[src/include/lcr_consts.svh]
`ifndef LCR_CONSTS_SVH
`define LCR_CONSTS_SVH

// ----------------------------------------------------------------
// Register offsets on the local address lines
// ----------------------------------------------------------------
`define LCR_OFS_VERSION 8'h00
`define LCR_OFS_MISC 8'h04
`define LCR_OFS_CTRL 8'h08

// ----------------------------------------------------------------
// Address space bounds
// ----------------------------------------------------------------
`define LCR_CFG_LAST 8'h50
`define LCR_ISO_FIRST 8'h54
`define LCR_ISO_LAST 8'h5C
`define LCR_FIFO_FIRST 8'h80
`define LCR_FIFO_LAST 8'hCC

// ----------------------------------------------------------------
// Field positions
// ----------------------------------------------------------------
`define LCR_ACK_LSB 23
`define LCR_ACK_MSB 27
`define LCR_SIDR_BIT 1
`define LCR_BUSY_LSB 2
`define LCR_BUSY_MSB 4
`define LCR_TRANSMITTER_EN_BIT 5
`define LCR_RECEIVER_EN_BIT 6
`define LCR_TXRST_BIT 10
`define LCR_RXRST_BIT 11

// ----------------------------------------------------------------
// Reset values and masks
// ----------------------------------------------------------------
`define LCR_CTRL_RST 32'h0200_0000
`define LCR_ACK_RST 5'h00
`define LCR_CTRL_WMASK 32'h0FF3_8C7E
`define LCR_POR_SET 32'h0000_0042
`define LCR_RDATA_RST 32'h0000_0000

// ----------------------------------------------------------------
// Timing counts
// ----------------------------------------------------------------
`define LCR_SYNC_STAGES 2

`endif

[src/include/lcr_pkg.sv]
package lcr_pkg;

	// ------------------------------------------------------------
	// Local bus pins as one carrier
	// ------------------------------------------------------------
	typedef struct packed {
		logic cs_b;
		logic we_b;
		logic [7:0] addr;
		logic [31:0] wdata;
	} lcr_lbus_t;

	// ------------------------------------------------------------
	// Address regions, one-hot
	// ------------------------------------------------------------
	typedef enum logic [3:0] {
		LCR_REG_CFG = 4'h1,
		LCR_REG_ISO = 4'h2,
		LCR_REG_FIFO = 4'h4,
		LCR_REG_RSVD = 4'h8
	} lcr_region_t;

	// ------------------------------------------------------------
	// Retry codes carried by incoming packets
	// ------------------------------------------------------------
	typedef enum logic [1:0] {
		LCR_RETRY_NEW = 2'h0,
		LCR_RETRY_X = 2'h1,
		LCR_RETRY_A = 2'h2,
		LCR_RETRY_B = 2'h3
	} lcr_retry_t;

	// ------------------------------------------------------------
	// Busy acknowledge flavours
	// ------------------------------------------------------------
	typedef enum logic [1:0] {
		LCR_BUSY_X = 2'h0,
		LCR_BUSY_A = 2'h1,
		LCR_BUSY_B = 2'h2
	} lcr_busy_kind_t;

endpackage : lcr_pkg

[src/core/lcr_busy_sel.sv]
`timescale 1ns/1ps

module lcr_busy_sel
	import lcr_pkg::*;
(
	// Policy from the control register
	input wire logic [2:0] policy_i,
	// Receiver request
	input wire logic busy_needed_i,
	input wire lcr_retry_t retry_i,
	// Decision
	output logic send_busy_o,
	output lcr_busy_kind_t kind_o
);

	// --------------------------------------------------------------
	// Normal busy/retry protocol: answer in the phase of the retry
	// --------------------------------------------------------------
	function automatic lcr_busy_kind_t follow_retry(input lcr_retry_t r);
		lcr_busy_kind_t k;
		k = LCR_BUSY_X;
		unique case (r)
			LCR_RETRY_A: k = LCR_BUSY_A;
			LCR_RETRY_B: k = LCR_BUSY_B;
			LCR_RETRY_X: k = LCR_BUSY_X;
			LCR_RETRY_NEW: k = LCR_BUSY_X;
		endcase
		return k;
	endfunction : follow_retry

	wire logic always_busy;
	wire logic [1:0] flavour;

	// Bit 2 of the field selects unconditional busy
	assign always_busy = policy_i[2];
	assign flavour = policy_i[1:0];
	assign send_busy_o = always_busy | busy_needed_i;

	// Reserved flavour 11 falls back to the normal protocol
	assign kind_o = (flavour == 2'h1) ? LCR_BUSY_A :
		(flavour == 2'h2) ? LCR_BUSY_B :
		follow_retry(retry_i);

endmodule : lcr_busy_sel

[src/core/lcr_front.sv]
`timescale 1ns/1ps
`include "lcr_consts.svh"

// Contract
// - Identification word at offset zero is read only; writes do nothing.
// - Decode config, isochronous, FIFO and reserved regions of the space.
// - Capture last transmit acknowledge code into misc bits 23 to 27.
// - Host writes to acknowledge field only while diagnostic write is set.
// - Device reset loads control register with 0200_0000h.
// - Self-ID receive bit collects self-ID packets as one packet; default one.
// - Busy policies 000, 001, 010 send busy only when needed.
// - Busy policies 100, 101, 110 busy every packet; 011, 111 reserved.
// - Incoming retry_X needing busy is answered with ack_busy_X under busy policies 000, 011, 100, 111.
// - Transmitter enable clear stops arbitration; bus reset clears it.
// - Receiver enable clear stops reception; set at power-on, bus reset keeps.
// - Transmitter and receiver soft reset bits pulse a reset, self-clear.

module lcr_front
	import lcr_pkg::*;
#(
	// Arbitrary identification value
	parameter logic [31:0] VERSION_ID = 32'h5A5A_0001,
	parameter int SYNC_STAGES = `LCR_SYNC_STAGES
) (
	// Clock and reset
	input wire logic clk_i,
	input wire logic rst_b_i,
	// Local bus pins
	input wire logic lb_cs_b_i,
	input wire logic lb_we_b_i,
	input wire logic [7:0] local_address_lines_i,
	input wire logic [31:0] lb_wdata_i,
	output logic [31:0] lb_rdata_o,
	output logic lb_ack_o,
	output lcr_region_t lb_region_o,
	// Link status inputs
	input wire logic diag_register_write_i,
	input wire logic bus_reset_i,
	input wire logic ack_valid_i,
	input wire logic [4:0] ack_code_i,
	// Receiver busy request
	input wire logic rx_busy_req_i,
	input wire logic rx_busy_needed_i,
	input wire lcr_retry_t rx_retry_i,
	// Control outputs
	output logic self_id_receive_en_o,
	output logic [2:0] busy_ack_policy_o,
	output logic transmitter_en_o,
	output logic receiver_en_o,
	output logic transmitter_soft_reset_o,
	output logic receiver_soft_reset_o,
	// Busy acknowledge decision
	output logic ack_busy_valid_o,
	output logic ack_busy_send_o,
	output lcr_busy_kind_t ack_busy_kind_o
);

	// --------------------------------------------------------------
	// Elaboration checks
	// --------------------------------------------------------------
	if (SYNC_STAGES < 2) begin : g_bad_sync
		$error("lcr_front: SYNC_STAGES must be at least 2");
	end

	// --------------------------------------------------------------
	// Pin synchroniser
	// --------------------------------------------------------------
	// Address and data are sampled with the strobe; the host holds
	// them steady while chip select is low, so per-bit skew is safe.
	lcr_lbus_t pins;
	lcr_lbus_t sync_q [SYNC_STAGES];
	lcr_lbus_t bus;
	logic cs_b_prev_q;

	assign pins = '{cs_b: lb_cs_b_i, we_b: lb_we_b_i,
		addr: local_address_lines_i, wdata: lb_wdata_i};
	assign bus = sync_q[SYNC_STAGES-1];

	always_ff @(posedge clk_i or negedge rst_b_i) begin
		if (!rst_b_i) begin
			for (int i = 0; i < SYNC_STAGES; i++) begin
				sync_q[i] <= '{cs_b: 1'b1, we_b: 1'b1, addr: 8'h00,
					wdata: 32'h0000_0000};
			end
		end else begin
			sync_q[0] <= pins;
			for (int i = 1; i < SYNC_STAGES; i++) begin
				sync_q[i] <= sync_q[i-1];
			end
		end
	end

	always_ff @(posedge clk_i or negedge rst_b_i) begin
		if (!rst_b_i) begin
			cs_b_prev_q <= 1'b1;
		end else begin
			cs_b_prev_q <= bus.cs_b;
		end
	end

	// --------------------------------------------------------------
	// Address decode
	// --------------------------------------------------------------
	function automatic lcr_region_t region_of(input logic [7:0] a);
		lcr_region_t r;
		r = LCR_REG_RSVD;
		if (a <= `LCR_CFG_LAST) begin
			r = LCR_REG_CFG;
		end else if (a >= `LCR_ISO_FIRST && a <= `LCR_ISO_LAST) begin
			r = LCR_REG_ISO;
		end else if (a >= `LCR_FIFO_FIRST && a <= `LCR_FIFO_LAST) begin
			r = LCR_REG_FIFO;
		end
		return r;
	endfunction : region_of

	wire logic take;
	wire logic wr_take;
	wire logic rd_take;
	wire logic wr_misc;
	wire logic wr_ctrl;
	wire lcr_region_t region;

	// One access per falling edge of chip select
	assign take = !bus.cs_b && cs_b_prev_q;
	assign wr_take = take && !bus.we_b;
	assign rd_take = take && bus.we_b;
	assign region = region_of(bus.addr);
	// No write path exists for the identification word
	assign wr_misc = wr_take && (bus.addr == `LCR_OFS_MISC);
	assign wr_ctrl = wr_take && (bus.addr == `LCR_OFS_CTRL);

	// --------------------------------------------------------------
	// Misc register: last acknowledge code
	// --------------------------------------------------------------
	logic [4:0] ack_q;
	logic [4:0] ack_d;

	// A code arriving from the transmitter beats a diagnostic write
	assign ack_d = ack_valid_i ? ack_code_i :
		(wr_misc && diag_register_write_i) ?
		bus.wdata[`LCR_ACK_MSB:`LCR_ACK_LSB] : ack_q;

	always_ff @(posedge clk_i or negedge rst_b_i) begin
		if (!rst_b_i) begin
			ack_q <= `LCR_ACK_RST;
		end else begin
			ack_q <= ack_d;
		end
	end

	// --------------------------------------------------------------
	// Control register
	// --------------------------------------------------------------
	logic [31:0] ctrl_q;
	logic [31:0] ctrl_d;
	logic por_q;
	wire logic [31:0] ctrl_cleared;
	wire logic [31:0] ctrl_por;
	wire logic [31:0] ctrl_wr;

	// Soft reset bits last one cycle unless rewritten
	assign ctrl_cleared = ctrl_q & ~((32'h1 << `LCR_TXRST_BIT) |
		(32'h1 << `LCR_RXRST_BIT));
	// Power-on defaults land one cycle after release
	assign ctrl_por = por_q ? (ctrl_cleared | `LCR_POR_SET) :
		ctrl_cleared;
	// Host write replaces the word; reserved bits stay zero
	assign ctrl_wr = wr_ctrl ? (bus.wdata & `LCR_CTRL_WMASK) :
		ctrl_por;

	always_comb begin
		ctrl_d = ctrl_wr;
		// Bus reset wins over a host write in the same cycle
		if (bus_reset_i) begin
			ctrl_d[`LCR_TRANSMITTER_EN_BIT] = 1'b0;
		end
		// Receiver enable is deliberately untouched by bus reset
	end

	always_ff @(posedge clk_i or negedge rst_b_i) begin
		if (!rst_b_i) begin
			ctrl_q <= `LCR_CTRL_RST;
			por_q <= 1'b1;
		end else begin
			ctrl_q <= ctrl_d;
			por_q <= 1'b0;
		end
	end

	assign self_id_receive_en_o = ctrl_q[`LCR_SIDR_BIT];
	assign busy_ack_policy_o = ctrl_q[`LCR_BUSY_MSB:`LCR_BUSY_LSB];
	assign transmitter_en_o = ctrl_q[`LCR_TRANSMITTER_EN_BIT];
	assign receiver_en_o = ctrl_q[`LCR_RECEIVER_EN_BIT];
	assign transmitter_soft_reset_o = ctrl_q[`LCR_TXRST_BIT];
	assign receiver_soft_reset_o = ctrl_q[`LCR_RXRST_BIT];

	// --------------------------------------------------------------
	// Read path
	// --------------------------------------------------------------
	wire logic [31:0] rd_mux;
	logic [31:0] rdata_q;
	logic ack_out_q;
	lcr_region_t region_q;

	// Locations outside this front section answer zero
	assign rd_mux = (bus.addr == `LCR_OFS_VERSION) ? VERSION_ID :
		(bus.addr == `LCR_OFS_MISC) ?
		{4'h0, ack_q, 23'h000000} :
		(bus.addr == `LCR_OFS_CTRL) ? ctrl_q :
		32'h0000_0000;

	always_ff @(posedge clk_i or negedge rst_b_i) begin
		if (!rst_b_i) begin
			rdata_q <= `LCR_RDATA_RST;
			ack_out_q <= 1'b0;
			region_q <= LCR_REG_RSVD;
		end else begin
			if (rd_take) begin
				rdata_q <= rd_mux;
			end
			if (take) begin
				ack_out_q <= 1'b1;
				region_q <= region;
			end else if (bus.cs_b) begin
				ack_out_q <= 1'b0;
			end
		end
	end

	assign lb_rdata_o = rdata_q;
	assign lb_ack_o = ack_out_q;
	assign lb_region_o = region_q;

	// --------------------------------------------------------------
	// Busy acknowledge selection
	// --------------------------------------------------------------
	wire logic busy_send;
	wire lcr_busy_kind_t busy_kind;
	logic busy_valid_q;
	logic busy_send_q;
	lcr_busy_kind_t busy_kind_q;

	lcr_busy_sel u_busy_sel (
		.policy_i(ctrl_q[`LCR_BUSY_MSB:`LCR_BUSY_LSB]),
		.busy_needed_i(rx_busy_needed_i),
		.retry_i(rx_retry_i),
		.send_busy_o(busy_send),
		.kind_o(busy_kind)
	);

	always_ff @(posedge clk_i or negedge rst_b_i) begin
		if (!rst_b_i) begin
			busy_valid_q <= 1'b0;
			busy_send_q <= 1'b0;
			busy_kind_q <= LCR_BUSY_X;
		end else begin
			busy_valid_q <= rx_busy_req_i;
			if (rx_busy_req_i) begin
				busy_send_q <= busy_send;
				busy_kind_q <= busy_kind;
			end
		end
	end

	assign ack_busy_valid_o = busy_valid_q;
	assign ack_busy_send_o = busy_send_q;
	assign ack_busy_kind_o = busy_kind_q;

endmodule : lcr_front

[config.mk]
export PLATFORM = sky130hd
export DESIGN_NAME = lcr_front
export DESIGN_NICKNAME = d
export VERILOG_FILES = /design/src/include/lcr_pkg.sv /design/src/core/lcr_busy_sel.sv /design/src/core/lcr_front.sv
export VERILOG_INCLUDE_DIRS = /design/src /design/src/include
export SDC_FILE = /design/constraint.sdc
export NUM_CORES = 1
export LEC_CHECK = 0
export ABC_AREA = 1
export BUFFER_PORTS_ARGS = -buffer_cell sky130_fd_sc_hd__buf_2
export CORE_MARGIN = 3
export CORE_UTILIZATION = 36
export DETAILED_ROUTE_END_ITERATION = 12
export PLACE_DENSITY_LB_ADDON = 0.12
export SYNTH_ARGS = -nofsm -noshare
export SYNTH_HDL_FRONTEND = slang
export SYNTH_SLANG_ARGS = --single-unit
[constraint.sdc]
create_clock -name clk_i -period 2.1 [get_ports clk_i]
set_input_delay 0.63 -clock clk_i [delete_from_list [all_inputs] [get_ports clk_i]]
set_output_delay 0.63 -clock clk_i [all_outputs]
set_load 0.01 [all_outputs]
==> flow_results.org <==
** Route
- After the first detailed-routing iteration, the DRC count stood at roughly 120.
- The detail route stage leaves a number of antenna-violating nets equal to 0.
- Post-detailed-routing wire length :: 7.73 mm
- Across all layers, the routed design uses 2624 vias.
- Using the TritonRoute via totals, the vias-per-cell ratio works out to around 4.3.
- Number of search-and-repair iterations in the first detailed-routing pass :: 5
- DR WL/cell :: about 13 um
- For this run, design rule violations remaining after detail routing come to 0.

** Timing
- Unrepaired setup endpoints after global routing :: no
- The routed design could run at a clock period as short as around 1.7 ns.
- For this run, the top clock speed supported by timing is roughly 600 MHz.
- After routing, the total negative slack on setup checks comes to 0 ns.
- Final hold violation count :: 0
- Of the available clock period, the critical path in the final layout requires 0.794.
- The number of pins with negative max-slew slack in the final report came to 0.
- Setup violations remaining at the end of the flow were counted as 0.
- Layout Skew :: 0.00909 ns

** Logic synthesis
- Of the total synthesized cell area, the portion taken by XOR and XNOR cells is 0.
- Seq/Total Area, Yosys :: 0.704
- After synthesis, the share of cell area in mux cells is 0.
- After technology mapping, the gate count stands at 358.
- Number of distinct library cells after synthesis :: 29
- The mapped netlist covers 0.00407 mm2.
- Number of synthesized register bits :: ~110
- Mapped Avg Cell Area :: between 10 and 15 um2
- Of the total synthesized cell area, the portion taken by AND, OR, NAND and NOR gates is 0.187.
- Area fraction in compound gates after synthesis :: 0.0471
- After synthesis, the largest family of logic cells by area is simple AND/OR/NAND/NOR gates.
- Synthesis produced a netlist with a net count of 414.
- The Yosys step of the flow raised 0 warnings.
- Of the total synthesized cell area, the portion taken by full adders, half adders and majority gates is 0.

** Clock tree
- CTS Hold Buffers Added :: 0
- TritonCTS clock tree :: done
- Number of instances resized during post-cts repair :: 0
- Total clock buffers created by CTS :: 17
- After clock tree synthesis, the clock-pin slew on the worst setup and hold paths is about 0.06 ns.
- The tree built by TritonCTS fans out to approximately 110 sinks.
- Root Driver :: sky130_fd_sc_hd__clkbuf_16
- The clock reaches the later pin of the worst-skew pair after around 0.4 ns.
- Deepest level of the CTS H-tree :: 4
- No sink is reached through more buffers than the 2 on the longest clock path.
- Post-CTS repair timing setup buffer count :: 0

** Setup path
- The setup path with the least slack is of type flip-flop to output pin.
- Number of buffer and inverter instances along the worst setup path :: 1
- Arrival time of the worst setup path :: between 1 and 1.5 ns
- The worst setup path is launched from a flip-flop.
- The critical path goes through buf_2.
- Along the worst path, the maximum fanout reaches 2.
- Top cell family by delay on the critical path :: flip-flops
- The worst setup path is captured at an output pin.
- The largest individual stage delay along the critical path comes from the cell sky130_fd_sc_hd__dfstp_2.
- For the worst setup path, the data required time is between 1 and 1.5 ns.
- Maximum single-stage delay on the critical path :: approximately 0.53 ns

** Floorplan
- about 110 I/O pins were placed.
- Height of the die :: 112 um
- Std-Cell Core Area :: 0.0109 mm2
- The die covers roughly 0.013 mm2.
- The initial utilization of the core area, before any placement, comes to 0.372.
- Horiz. Die Dim :: around 110 um
- After floorplanning, the core was divided into 38 placement rows.

** Power
- Worst supply voltage drop on vdd :: 0.518 mV
- Ratio of total power to cell area :: ~1000 mW/mm2
- Summed over all cells, the static leakage comes to between 0.002 and 0.003 uW.

** GRT
- Initial antenna violation count :: 0
- The first global-routing pass estimated around 13 mm of wire.
- The number of global-route vias before repair came to about 2600.
- Summed over all layers, the global routing overflow is 0.
- Entering global routing, the biggest net connects 78 pins.
- For this run, the total global-route usage over all layers was measured as 0.133.

** Place
- Detailed-placement wirelength estimate :: about 5.0 mm
- Inst Count DP :: 573
- In this run the tool buffered the top-level ports with between 90 and 100 buffer cells.
- Final GP Congestion :: 0.772

** Layout
- Of the cells placed in the final design, the portion with a size suffix greater than 1 is 0.346.
- Net count reported at finish :: ~510
- 0 antenna diodes ended up in the layout.
- Layout area overhead :: 27.6%
- Leaving out filler cells and counting taps, the final layout contains around 600.
- Fill count :: 1073

** Job
- The tool flagged a number of max-cap violations equal to 0.

** Min path
- Hold Crit Class :: input port to asynchronous set/reset pin

** Run status
- Status :: completed
metrics by stage:
stage | hold WS (ns) | setup slack (ns) | instance area [um2] | power, uW | util
after floorplan | 0.331 | 0.679 | 4070 | 2530 | -
after detailed placement | 0.335 | 0.474 | 4600 | 2690 | 0.421
after global placement | 0.332 | 0.476 | 4600 | 2690 | 0.421
final | 0.205 | 0.432 | 5190 | 5440 | 0.474
after CTS | 0.204 | 0.415 | 5190 | 5510 | 0.474
after global routing | 0.204 | 0.331 | 5190 | 5680 | 0.474
layout by cell type (no fill, tap or decap), types with 3 or more instances in the layout:
cell	synthesis	final
sky130_fd_sc_hd__a21oi_1	5	5
sky130_fd_sc_hd__inv_1	22	22
sky130_fd_sc_hd__nand2_2	3	3
sky130_fd_sc_hd__nand2_1	101	101
sky130_fd_sc_hd__nor2_1	26	26
sky130_fd_sc_hd__clkinvlp_4	0	3
sky130_fd_sc_hd__dfstp_2	8	8
sky130_fd_sc_hd__nor2_2	4	4
sky130_fd_sc_hd__dfrtp_1	106	106
sky130_fd_sc_hd__buf_4	17	4
sky130_fd_sc_hd__clkinv_2	0	5
sky130_fd_sc_hd__nand3_1	27	27
sky130_fd_sc_hd__buf_2	1	90
sky130_fd_sc_hd__nand2_4	3	3
sky130_fd_sc_hd__clkbuf_16	0	17
sky130_fd_sc_hd__o21ai_2	5	5
sky130_fd_sc_hd__o21ai_0	10	10
area by class of cell:
| class | count | area, um2 | share of cell area |
|---|---|---|---|
| clock buffer | 19 | 453 | 0.0873 |
| multi-input combinational | 200 | 957 | 0.184 |
| sequential | 114 | 2860 | 0.552 |
| tap | 140 | 175 | 0.0338 |
| clock inverter | 13 | 134 | 0.0258 |
| inverter | 23 | 86.3 | 0.0166 |
| timing repair buffer | 96 | 520 | 0.100 |
synthesized netlist by cell type (all sizes together):
| library cell | number | area share |
|---|---|---|
| a2bb2oi | 3 | 0.0080 |
| o22ai | 1 | 0.0015 |
| nor3b | 1 | 0.0018 |
| dfstp | 8 | 0.052 |
| buf | 20 | 0.038 |
| nor2 | 33 | 0.041 |
| nand2 | 107 | 0.11 |
| o22a | 1 | 0.0022 |
| o21bai | 1 | 0.0018 |
| or2 | 2 | 0.0031 |
| conb | 1 | 0.00092 |
| o21ai | 15 | 0.023 |
| nand3 | 28 | 0.036 |
| inv | 23 | 0.021 |
| clkbuf | 1 | 0.00092 |
| dfrtp | 106 | 0.65 |
| a21oi | 7 | 0.010 |
routing by layer:
layer  part of all wire  track usage  wire, um  vias to the layer above
li1                   -            -         -                     1306
met1               0.49        0.186      3760                     1236
met4              0.018       0.0625       142                        0
met5                  0            0         0                        -
met3              0.052       0.0442       399                       11
met2               0.44        0.189      3420                       71
logic make-up after synthesis:
group	Yosys count
and+or+nand+nor	171
DFF	114
buffers and inverters	44
AOI/OAI and AO/OA	28
other	1
worst paths after layout:
check / startpoint / cells after the start / endpoint / slack (ns)
max: lb_region_o[3] / 1 / lb_region_o[3] / 0.43
min: rst_b_i / 2 / sync_q[78] / 0.21
max reg2reg: bus[41] / 8 / lb_rdata_o[27] / 0.48
min reg2reg: sync_q[80] / 0 / bus[38] / 0.35
max in group asynchronous: rst_b_i / 2 / por_q / 1.48
min in group clk_i: lb_wdata_i[26] / 1 / sync_q[68] / 0.33
power by group:
group	leakage, uW	switching [uW]	internal (uW)
Sequential	0.00139	48.7	2310
Combinational	0.00106	166	115
Clock	0.000285	996	1800
registers in the layout (all words and copies together), names as in the netlist:
signal	count
ack_busy_kind_o	2
ack_busy_send_o	1
ack_busy_valid_o	1
ack_q	5
bus	29
cs_b_prev_q	1
ctrl_q	19
lb_ack_o	1
lb_rdata_o	21
lb_region_o	4
por_q	1
sync_q	29
Note: power is estimated with default switching activity, not from simulation.
